### src/common/mchr_pkg.sv
// Shared constants and carrier types for the card host control register bank.
package mchr_pkg;

    // ----------
    // Register byte offsets
    // ----------
    localparam logic [7:0] MCHR_OFS_CONTROL = 8'h00;
    localparam logic [7:0] MCHR_OFS_MODE = 8'h04;
    localparam logic [7:0] MCHR_OFS_TIMEOUT = 8'h08;
    localparam logic [7:0] MCHR_OFS_SLOT = 8'h0C;
    localparam logic [7:0] MCHR_OFS_ARGUMENT = 8'h10;
    localparam logic [7:0] MCHR_OFS_COMMAND = 8'h14;
    localparam logic [7:0] MCHR_OFS_STATUS = 8'h40;

    // ----------
    // Field positions
    // ----------
    localparam int MCHR_CTL_IFACE_ON = 0;
    localparam int MCHR_CTL_IFACE_OFF = 1;
    localparam int MCHR_CTL_PS_ON = 2;
    localparam int MCHR_CTL_PS_OFF = 3;
    localparam int MCHR_MODE_DMA = 15;
    localparam int MCHR_MODE_PAD = 14;
    localparam int MCHR_SLOT_SEL = 0;
    localparam int MCHR_SLOT_BUS = 7;
    localparam int MCHR_ST_CMD_READY = 0;
    localparam int MCHR_ST_INIT = 1;
    localparam int MCHR_ST_IFACE = 2;
    localparam int MCHR_ST_PS = 3;
    localparam int MCHR_ST_RESP_TO = 20;
    localparam int MCHR_ST_DATA_TO = 22;
    localparam int MCHR_ST_OVERRUN = 30;
    localparam int MCHR_ST_UNDERRUN = 31;

    // ----------
    // Reset values, codes and counts
    // ----------
    localparam logic [31:0] MCHR_RESET_VALUE = 32'h0000_0000;
    localparam logic [7:0] MCHR_PAD_LOW = 8'h00;
    localparam logic [7:0] MCHR_PAD_HIGH = 8'hFF;
    localparam logic [6:0] MCHR_INIT_CYCLES = 7'h4A;
    localparam logic [6:0] MCHR_LAT_SHORT = 7'h05;
    localparam logic [6:0] MCHR_LAT_LONG = 7'h40;
    localparam logic [2:0] MCHR_SPC_NORMAL = 3'h0;
    localparam logic [2:0] MCHR_SPC_INIT = 3'h1;
    localparam logic [2:0] MCHR_SPC_SYNC = 3'h2;
    localparam logic [1:0] MCHR_RSP_NONE = 2'h0;
    localparam logic [1:0] MCHR_TRC_START = 2'h1;

    // Command word, as command register bits 20:0.
    typedef struct packed {
        logic [1:0] transfer_kind;
        logic transfer_direction;
        logic [1:0] transfer_command;
        logic [2:0] spare;
        logic response_latency_limit;
        logic open_drain_select;
        logic [2:0] special_command;
        logic [1:0] response_kind;
        logic [5:0] command_index;
    } mchr_cmd_type;

    // Mode and slot register fields that leave the block.
    typedef struct packed {
        logic dma_oriented_mode;
        logic [7:0] pad_byte;
        logic [11:0] block_length;
        logic slot_select;
        logic bus_width_select;
    } mchr_cfg_type;

endpackage

### src/hdl/mchr_regs.sv
// Register bank, card clock divider and command sequencer of the card host.
//
// Added by the designer: the Avalon-MM interface to the registers and the register offsets.
`timescale 1ns/100ps
// How it works
// - Iface on bit enables unless iface off is also set.
// - Iface off bit disables; zero does nothing.
// - Power save on bit enters unless off is also set.
// - Power save off bit leaves saving; zero does nothing.
// - Card clock is master clock over 2*(divider+1).
// - Power save divides the card clock by 2^n more.
// - Pad byte is 0x00 or 0xFF by pad select.
// - DMA mode silences underrun and overrun flags.
// - Data timeout after cycles times multiplier clocks.
// - Codes 0-7 give 1,16,128,256,1024,4096,65536,1048576.
// - Slot select picks A or B; width picks 1 or 4 bits.
// - Argument register is 32-bit read/write.
// - Command writes drop while busy.
// - Response kind: none, 48-bit, 136-bit, reserved.
// - Code one sends a 74 card clock init sequence.
// - Code two waits for the data block end.
// - Code zero normal, three reserved, four, five interrupt.
// - Open-drain bit picks the command driver style.
// - Latency bit allows 5 or 64 card clocks.
// - Transfer command: none, start, stop, reserved.
// - Direction write/read; kind single, multiple, stream.
// - Command write drops ready and launches at once, except code one and a held code two.
module mchr_regs
    import mchr_pkg::*;
(
    // Clock, reset and freeze.
    input wire logic clk_i,
    input wire logic resetn_i,
    input wire logic ce_i,
    // Avalon-MM slave.
    input wire logic [7:0] address_i,
    input wire logic read_i,
    input wire logic write_i,
    input wire logic [31:0] writedata_i,
    input wire logic [3:0] byteenable_i,
    output logic [31:0] readdata_o,
    output logic waitrequest_o,
    // Card engine events, same clock.
    input wire logic cmd_sent_i,
    input wire logic resp_start_i,
    input wire logic resp_done_i,
    input wire logic data_active_i,
    input wire logic block_end_i,
    input wire logic underrun_i,
    input wire logic overrun_i,
    // Card engine controls.
    output logic card_clock_o,
    output logic iface_enabled_o,
    output logic power_save_o,
    output mchr_cfg_type cfg_o,
    output logic [31:0] cmd_argument_o,
    output mchr_cmd_type cmd_word_o,
    output logic cmd_launch_o,
    output logic init_seq_o,
    output logic command_ready_flag_o,
    output logic resp_timeout_o,
    output logic data_timeout_o,
    output logic underrun_flag_o,
    output logic overrun_flag_o
);
    // ----------
    // Helper functions
    // ----------
    // Multiplier from its code.
    function automatic logic [20:0] timeout_mult(input logic [2:0] code);
        logic [20:0] m;
        m = 21'h00_0001;
        unique case (code)
            3'h0: m = 21'h00_0001;
            3'h1: m = 21'h00_0010;
            3'h2: m = 21'h00_0080;
            3'h3: m = 21'h00_0100;
            3'h4: m = 21'h00_0400;
            3'h5: m = 21'h00_1000;
            3'h6: m = 21'h01_0000;
            3'h7: m = 21'h10_0000;
        endcase
        return m;
    endfunction
    // Byte-lane merge.
    function automatic logic [31:0] be_merge(input logic [31:0] old_v, input logic [31:0] new_v,
                                             input logic [3:0] be);
        logic [31:0] r;
        r = old_v;
        for (int i = 0; i < 4; i++) begin
            if (be[i]) begin
                r[8*i +: 8] = new_v[8*i +: 8];
            end
        end
        return r;
    endfunction
    // ----------
    // Storage
    // ----------
    typedef enum logic [2:0] {
        CMD_IDLE = 3'b000,
        CMD_HOLD = 3'b001,
        CMD_INIT = 3'b010,
        CMD_SEND = 3'b011,
        CMD_LATENCY = 3'b100,
        CMD_RESP = 3'b101
    } mchr_state_type;
    mchr_state_type state;
    logic [31:0] mode_reg;
    logic [31:0] timeout_reg;
    logic [31:0] slot_reg;
    logic [15:0] div_count;
    logic card_tick;
    logic [6:0] tick_count;
    logic [24:0] dto_count;
    logic [31:0] next_readdata;
    logic bus_take;
    logic wr_take;
    logic cmd_accept;
    logic [31:0] wr_value;
    logic [15:0] div_limit;
    logic [24:0] dto_limit;
    logic [6:0] lat_limit;
    mchr_cmd_type new_cmd;
    // ----------
    // Avalon slave handshake
    // ----------
    // Taken where waitrequest is low.
    assign bus_take = (read_i || write_i) && !waitrequest_o;
    assign wr_take = write_i && !waitrequest_o;
    assign wr_value = writedata_i;
    assign new_cmd = mchr_cmd_type'(wr_value[20:0]);
    // Busy commands are dropped silently so a running one cannot be altered.
    assign cmd_accept = wr_take && (address_i == MCHR_OFS_COMMAND) && command_ready_flag_o;
    // One wait cycle per access keeps the read mux out of the bus path.
    always_ff @(posedge clk_i or negedge resetn_i) begin
        if (!resetn_i) begin
            waitrequest_o <= 1'b1;
        end else if (ce_i) begin
            waitrequest_o <= bus_take || !(read_i || write_i);
        end
    end
    // Write-only and unmapped words read zero.
    always_comb begin
        next_readdata = MCHR_RESET_VALUE;
        unique case (address_i)
            MCHR_OFS_MODE: next_readdata = mode_reg;
            MCHR_OFS_TIMEOUT: next_readdata = timeout_reg;
            MCHR_OFS_SLOT: next_readdata = slot_reg;
            MCHR_OFS_ARGUMENT: next_readdata = cmd_argument_o;
            MCHR_OFS_STATUS: begin
                next_readdata[MCHR_ST_CMD_READY] = command_ready_flag_o;
                next_readdata[MCHR_ST_INIT] = init_seq_o;
                next_readdata[MCHR_ST_IFACE] = iface_enabled_o;
                next_readdata[MCHR_ST_PS] = power_save_o;
                next_readdata[MCHR_ST_RESP_TO] = resp_timeout_o;
                next_readdata[MCHR_ST_DATA_TO] = data_timeout_o;
                next_readdata[MCHR_ST_OVERRUN] = overrun_flag_o;
                next_readdata[MCHR_ST_UNDERRUN] = underrun_flag_o;
            end
            default: next_readdata = MCHR_RESET_VALUE;
        endcase
    end
    // Loaded as waitrequest drops, so it stands when taken.
    always_ff @(posedge clk_i or negedge resetn_i) begin
        if (!resetn_i) begin
            readdata_o <= MCHR_RESET_VALUE;
        end else if (ce_i && read_i && waitrequest_o) begin
            readdata_o <= next_readdata;
        end
    end
    // ----------
    // Control register: enable and power-save latches
    // ----------
    // Disable bits win over enable bits in the same write.
    always_ff @(posedge clk_i or negedge resetn_i) begin
        if (!resetn_i) begin
            iface_enabled_o <= 1'b0;
            power_save_o <= 1'b0;
        end else if (ce_i && wr_take && address_i == MCHR_OFS_CONTROL && byteenable_i[0]) begin
            if (wr_value[MCHR_CTL_IFACE_OFF]) begin
                iface_enabled_o <= 1'b0;
            end else if (wr_value[MCHR_CTL_IFACE_ON]) begin
                iface_enabled_o <= 1'b1;
            end
            if (wr_value[MCHR_CTL_PS_OFF]) begin
                power_save_o <= 1'b0;
            end else if (wr_value[MCHR_CTL_PS_ON]) begin
                power_save_o <= 1'b1;
            end
        end
    end
    // ----------
    // Read/write configuration registers
    // ----------
    // Masks keep reserved bits zero.
    always_ff @(posedge clk_i or negedge resetn_i) begin
        if (!resetn_i) begin
            mode_reg <= MCHR_RESET_VALUE;
            timeout_reg <= MCHR_RESET_VALUE;
            slot_reg <= MCHR_RESET_VALUE;
            cmd_argument_o <= MCHR_RESET_VALUE;
        end else if (ce_i && wr_take) begin
            unique case (address_i)
                MCHR_OFS_MODE: mode_reg <= be_merge(mode_reg, wr_value, byteenable_i) & 32'h3FFC_C7FF;
                MCHR_OFS_TIMEOUT: timeout_reg <= be_merge(timeout_reg, wr_value, byteenable_i) & 32'h0000_007F;
                MCHR_OFS_SLOT: slot_reg <= be_merge(slot_reg, wr_value, byteenable_i) & 32'h0000_0081;
                MCHR_OFS_ARGUMENT: cmd_argument_o <= be_merge(cmd_argument_o, wr_value, byteenable_i);
                default: mode_reg <= mode_reg;
            endcase
        end
    end
    // Outputs lag the registers by one cycle.
    always_ff @(posedge clk_i or negedge resetn_i) begin
        if (!resetn_i) begin
            cfg_o <= '0;
        end else if (ce_i) begin
            cfg_o.dma_oriented_mode <= mode_reg[MCHR_MODE_DMA];
            cfg_o.pad_byte <= mode_reg[MCHR_MODE_PAD] ? MCHR_PAD_HIGH : MCHR_PAD_LOW;
            cfg_o.block_length <= mode_reg[29:18];
            cfg_o.slot_select <= slot_reg[MCHR_SLOT_SEL];
            cfg_o.bus_width_select <= slot_reg[MCHR_SLOT_BUS];
        end
    end
    // ----------
    // Card clock divider
    // ----------
    // Half period, stretched by 2^n in power save.
    assign div_limit = power_save_o
        ? 16'((17'(mode_reg[7:0]) + 17'h0_0001) << mode_reg[10:8]) - 16'h0001
        : 16'(mode_reg[7:0]);
    // The clock stops low while the interface is off.
    always_ff @(posedge clk_i or negedge resetn_i) begin
        if (!resetn_i) begin
            div_count <= 16'h0000;
            card_clock_o <= 1'b0;
            card_tick <= 1'b0;
        end else if (ce_i) begin
            card_tick <= 1'b0;
            if (!iface_enabled_o) begin
                div_count <= 16'h0000;
                card_clock_o <= 1'b0;
            end else if (div_count >= div_limit) begin
                div_count <= 16'h0000;
                card_clock_o <= !card_clock_o;
                card_tick <= !card_clock_o;
            end else begin
                div_count <= div_count + 16'h0001;
            end
        end
    end
    // ----------
    // Command sequencer
    // ----------
    // Latency limit in card clocks.
    assign lat_limit = cmd_word_o.response_latency_limit ? MCHR_LAT_LONG : MCHR_LAT_SHORT;
    // Codes three, four and five pass to the engine as plain launches.
    always_ff @(posedge clk_i or negedge resetn_i) begin
        if (!resetn_i) begin
            state <= CMD_IDLE;
            cmd_word_o <= '0;
            cmd_launch_o <= 1'b0;
            init_seq_o <= 1'b0;
            command_ready_flag_o <= 1'b1;
            tick_count <= 7'h00;
        end else if (ce_i) begin
            cmd_launch_o <= 1'b0;
            unique case (state)
                CMD_IDLE: begin
                    if (cmd_accept) begin
                        cmd_word_o <= mchr_cmd_type'(new_cmd & 21'h1F_1FFF);
                        command_ready_flag_o <= 1'b0;
                        tick_count <= 7'h00;
                        if (new_cmd.special_command == MCHR_SPC_INIT) begin
                            state <= CMD_INIT;
                            init_seq_o <= 1'b1;
                        end else if (new_cmd.special_command == MCHR_SPC_SYNC && data_active_i) begin
                            state <= CMD_HOLD;
                        end else begin
                            state <= CMD_SEND;
                            cmd_launch_o <= 1'b1;
                        end
                    end
                end
                CMD_HOLD: begin
                    if (block_end_i || !data_active_i) begin
                        state <= CMD_SEND;
                        cmd_launch_o <= 1'b1;
                    end
                end
                CMD_INIT: begin
                    if (card_tick) begin
                        if (tick_count == MCHR_INIT_CYCLES - 7'h01) begin
                            state <= CMD_IDLE;
                            init_seq_o <= 1'b0;
                            command_ready_flag_o <= 1'b1;
                        end else begin
                            tick_count <= tick_count + 7'h01;
                        end
                    end
                end
                CMD_SEND: begin
                    if (cmd_sent_i) begin
                        tick_count <= 7'h00;
                        if (cmd_word_o.response_kind == MCHR_RSP_NONE) begin
                            state <= CMD_IDLE;
                            command_ready_flag_o <= 1'b1;
                        end else begin
                            state <= CMD_LATENCY;
                        end
                    end
                end
                CMD_LATENCY: begin
                    if (resp_start_i) begin
                        state <= CMD_RESP;
                    end else if (card_tick) begin
                        if (tick_count == lat_limit - 7'h01) begin
                            state <= CMD_IDLE;
                            command_ready_flag_o <= 1'b1;
                        end else begin
                            tick_count <= tick_count + 7'h01;
                        end
                    end
                end
                CMD_RESP: begin
                    if (resp_done_i) begin
                        state <= CMD_IDLE;
                        command_ready_flag_o <= 1'b1;
                    end
                end
                default: begin
                    state <= CMD_IDLE;
                    command_ready_flag_o <= 1'b1;
                end
            endcase
        end
    end
    // Set on expiry, cleared by the next accepted command.
    always_ff @(posedge clk_i or negedge resetn_i) begin
        if (!resetn_i) begin
            resp_timeout_o <= 1'b0;
        end else if (ce_i) begin
            if (state == CMD_LATENCY && !resp_start_i && card_tick && tick_count == lat_limit - 7'h01) begin
                resp_timeout_o <= 1'b1;
            end else if (cmd_accept) begin
                resp_timeout_o <= 1'b0;
            end
        end
    end
    // ----------
    // Data timeout counter
    // ----------
    // Limit is at most 15 x 2^20, so 25 bits hold the product exactly.
    assign dto_limit = 25'(timeout_reg[3:0]) * 25'(timeout_mult(timeout_reg[6:4]));
    // Counts while a transfer waits for a block.
    always_ff @(posedge clk_i or negedge resetn_i) begin
        if (!resetn_i) begin
            dto_count <= 25'h000_0000;
            data_timeout_o <= 1'b0;
        end else if (ce_i) begin
            if (!data_active_i || block_end_i) begin
                dto_count <= 25'h000_0000;
            end else if (dto_count < dto_limit) begin
                dto_count <= dto_count + 25'h000_0001;
            end
            if (data_active_i && !block_end_i && dto_count >= dto_limit) begin
                data_timeout_o <= 1'b1;
            end else if (cmd_accept) begin
                data_timeout_o <= 1'b0;
            end
        end
    end
    // ----------
    // Underrun and overrun flags
    // ----------
    // Not recorded in DMA mode; a new start clears them.
    always_ff @(posedge clk_i or negedge resetn_i) begin
        if (!resetn_i) begin
            underrun_flag_o <= 1'b0;
            overrun_flag_o <= 1'b0;
        end else if (ce_i) begin
            if (underrun_i && !mode_reg[MCHR_MODE_DMA]) begin
                underrun_flag_o <= 1'b1;
            end else if (cmd_accept && new_cmd.transfer_command == MCHR_TRC_START) begin
                underrun_flag_o <= 1'b0;
            end
            if (overrun_i && !mode_reg[MCHR_MODE_DMA]) begin
                overrun_flag_o <= 1'b1;
            end else if (cmd_accept && new_cmd.transfer_command == MCHR_TRC_START) begin
                overrun_flag_o <= 1'b0;
            end
        end
    end
endmodule

### config.mk
export PLATFORM = sky130hd
export DESIGN_NAME = mchr_regs
export DESIGN_NICKNAME = d
export VERILOG_FILES = /design/src/common/mchr_pkg.sv /design/src/hdl/mchr_regs.sv
export SDC_FILE = /design/constraint.sdc
export NUM_CORES = 1
export LEC_CHECK = 0
export ABC_AREA = 1
export BUFFER_PORTS_ARGS = -buffer_cell sky130_fd_sc_hd__buf_4
export CAP_MARGIN = 20
export CORE_MARGIN = 1
export CORE_UTILIZATION = 31
export CTS_CLUSTER_SIZE = 28
export DETAILED_ROUTE_END_ITERATION = 6
export REMOVE_ABC_BUFFERS = 1
export SYNTH_ARGS = -nofsm -noshare
export SYNTH_HDL_FRONTEND = slang
export SYNTH_SLANG_ARGS = --single-unit
### constraint.sdc
create_clock -name clk_i -period 4.7 [get_ports clk_i]
set_input_delay 0.94 -clock clk_i [delete_from_list [all_inputs] [get_ports clk_i]]
set_output_delay 0.94 -clock clk_i [all_outputs]
set_load 0.005 [all_outputs]
==> summary.txt <==
Worst setup path
  • Startpoint Class: flop
  • CP Class: flop to flop
  • CP Capture Type: flop
  • Critical path required time: 5.03 ns
  • Max FO, Critical Path: 23
  • CP arrival: 4.72 ns

Place
  • IO buf count: 171
  • HPWL after detailed placement: 26950 microns
  • Pre-CTS WS: 0.1531 ns
  • GPL Wtd Cong: 0.8790

STA
  • Fin. Hold Viols: 0
  • Final min period: around 4.4 ns
  • Worst Tran Pin Value: 0.9344 ns
  • Fin worst setup slack: 0.3073 ns
  • Clk_skew: roughly 0.008 ns
  • Fmax: 227.6 MHz
  • Max transition margin: 37.71%
  • Final setup viols: 0
  • Post-route clock period utilization: 93.46%
  • Pins Over Slew Limit: 0

Floorplanning
  • # rows: 71
  • Initial core utilization: about a third
  • Die H: 197.9 microns
  • Core ar.: 37760 sq um
  • Die area: approximately 39000 sq um
  • Die extent in x: 197.9 microns
  • Ports: approximately 180

Layout
  • Fin nets: 1834
  • # diodes: 0
  • Share of layout cells above drive strength 1: roughly 17%
  • Area Overhead vs Synth: 20.40%
  • Final core occ: a little under two fifths
  • Largest registers: cmd_argument_o (32), readdata_o (32)

Logic synthesis
  • Synthesized instance count: between 1500 and 2000
  • Most frequent cell after synthesis: nand2_1
  • Post-synth top area cell: dfrtp_1
  • Prevailing post-synth register cell: dfrtp_1
  • EDFF count, synth: 0
  • Ys async rst share: 100.0%
  • Cell Area, Synth: 11900 sq um
  • Top cells by count, synth: nand2_1, dfrtp_1, o21ai_0, inv_1, nand3_1
  • Post-synth cell types: 56
  • Syn Area/Cell: around 7.6 sq um
  • Yosys reg bits: 195
  • Seq/Total Area, Yosys: ~41%
  • Top cells by area, synth: dfrtp_1, nand2_1, ha_1, o21ai_0, nand3_1
  • Yosys top cell area share: 40.60%
  • Synth warn: 0

Clocking
  • Clock root cell: clkbuf_16
  • CTS tree: yes
  • Clock Sinks: ~200
  • Worst-skew pair later-pin latency: roughly 0.45 ns
  • H-tree depth: 4
  • CTS Buf Count: 17
  • CTS Buffer Depth: 2
  • Worst-path clk slew: around 0.080 ns

Global route
  • Vias in the first global route: 10650
  • Initial antenna violation count: 0
  • First-pass GRT wire length: 57750 microns
  • GRT Total Usage: 18.75%
  • Total gr overflow: 0
  • Largest net degree at the start of global routing: 113

Drt
  • Post-Route WL: 35890 microns
  • DR vias/cell: ~4.9
  • Post-DR wirelength/cell: 16.05 microns
  • Initial DRC Count: ~530
  • Drt first pass iters: 5
  • # DRC: 0
  • Final ANT Viol Nets: 0
  • Vias: 10910

Run status
  • Outcome: completed

Power and ir drop
  • Leakage: approximately 0.0071 uW
  • PwrDens: 248.0 nW/um^2
  • Maximum vdd drop: ~0.15 mV

Flow run
  • Max_cap viols: 0

Min path
  • Worst hold path type: flop to flop
layer usage:
layer | vias up | part of all wire (%) | wire, microns | track usage (%)
met5 | - | 0 | 0 | 0
met4 | 0 | 2.7 | 972 | 6.718
met3 | 45 | 6.0 | 2155 | 4.803
met2 | 250 | 45 | 16170 | 29.81
met1 | 5194 | 46 | 16590 | 24.51
li1 | 5421 | - | - | -
per-stage QoR:
stage,total power [uW],cells,area [sq um],TNS [ns],hold WS (ns)
6_report,3552,2236,14320,0,0.4868
3_5_place_dp,2026,2204,13650,0,0.4660
3_3_place_gp,2023,2204,13650,0,0.4577
2_1_floorplan,1862,1509,11610,0,0.4530
4_1_cts,3583,2235,14270,0,0.4882
5_1_grt,3672,2236,14320,-0.01779,0.5008
kinds of logic after synthesis:
kind of cell    Yosys count  synth area share, %
compound gates          228                10.55
xor+xnor                 46                3.387
fa+ha+maj                65                7.026
buf+inv                 207                7.089
flops                   195                41.04
mux                       5               0.4627
other cells               2              0.06313
simple gates            819                30.38
final cells by class:
type / instances / area, sq um
Clock buffer: 18 / 439.2
Clock inverter: 13 / 173.9
Fill cell: 3932 / 23430
Inverter: 147 / 551.8
Multi-Input combinational cell: 1167 / 6220
Sequential cell: 195 / 4885
Tap cell: 511 / 639.4
Timing Repair Buffer: 185 / 1415
where the power goes:
part / switching [uW] / internal [uW] / total [uW]
Combinational: 173 / 102 / 276
Clock: 739 / 821 / 1560
Sequential: 19.0 / 1700 / 1720
Total: 931 / 2620 / 3550
what timing repair did:
action                     4_1_cts  5_1_grt
setup buffers                    0        1
gates resized for setup          0       13
hold endpoints to repair         0        0
hold buffers                     0        0
setup endpoints to repair        0       25
placed cells by master, fill, tap and decap left out, drive strengths merged, types with 2 or more instances in the layout:
cell / count
a211oi: 2
a21oi: 43
a221oi: 3
a22o: 3
a2bb2oi: 5
a31oi: 2
buf: 184
bufinv: 2
clkbuf: 19
clkinv: 6
conb: 4
dfrtp: 193
dfstp: 2
fa: 3
ha: 62
inv: 151
mux2: 4
nand2: 471
nand3: 140
nand3b: 2
nand4: 27
nor2: 136
nor3: 23
nor3b: 4
nor4: 9
o2111ai: 2
o211ai: 5
o21ai: 147
o22ai: 6
o311ai: 3
o41ai: 3
or2: 4
xnor2: 13
xor2: 33
path summary, 6_finish.rpt:
kind,start,endpoint,cells after the start,slack (ns)
min reg2reg,cfg_o[6]$_DFFE_PN0P_,cfg_o[6]$_DFFE_PN0P_,2,0.49
max reg2reg,timeout_reg[5]$_DFFE_PN0P_,dto_count[21]$_DFFE_PN0P_,23,0.31
max in group asynchronous,resetn_i,cmd_argument_o[8]$_DFFE_PN0P_,2,3.05
min in group asynchronous,resetn_i,tick_count[4]$_DFFE_PN0P_,1,0.59
max,timeout_reg[5]$_DFFE_PN0P_,dto_count[21]$_DFFE_PN0P_,23,0.31
min,cfg_o[6]$_DFFE_PN0P_,cfg_o[6]$_DFFE_PN0P_,2,0.49
critical path: stages, from the launching register on:
cell and delay, ns:
dfrtp_1 0.48, nor2_2 0.19, nand2_1 0.12, nor2_1 0.11, ha_1 0.18, fa_1 0.42
ha_1 0.37, nand3_1 0.11, nand2_1 0.11, a21oi_1 0.07, nor2_1 0.16, nand3_1 0.09
nand2_1 0.10, nand3_1 0.09, xor2_1 0.16, ha_1 0.29, nand4_1 0.14, nor4_2 0.33
nand3_1 0.19, nand2_1 0.12, nand2_2 0.11, buf_8 0.20, nand3_1 0.08, nand2_1 0.07
Power figures use the tool's default switching activity.
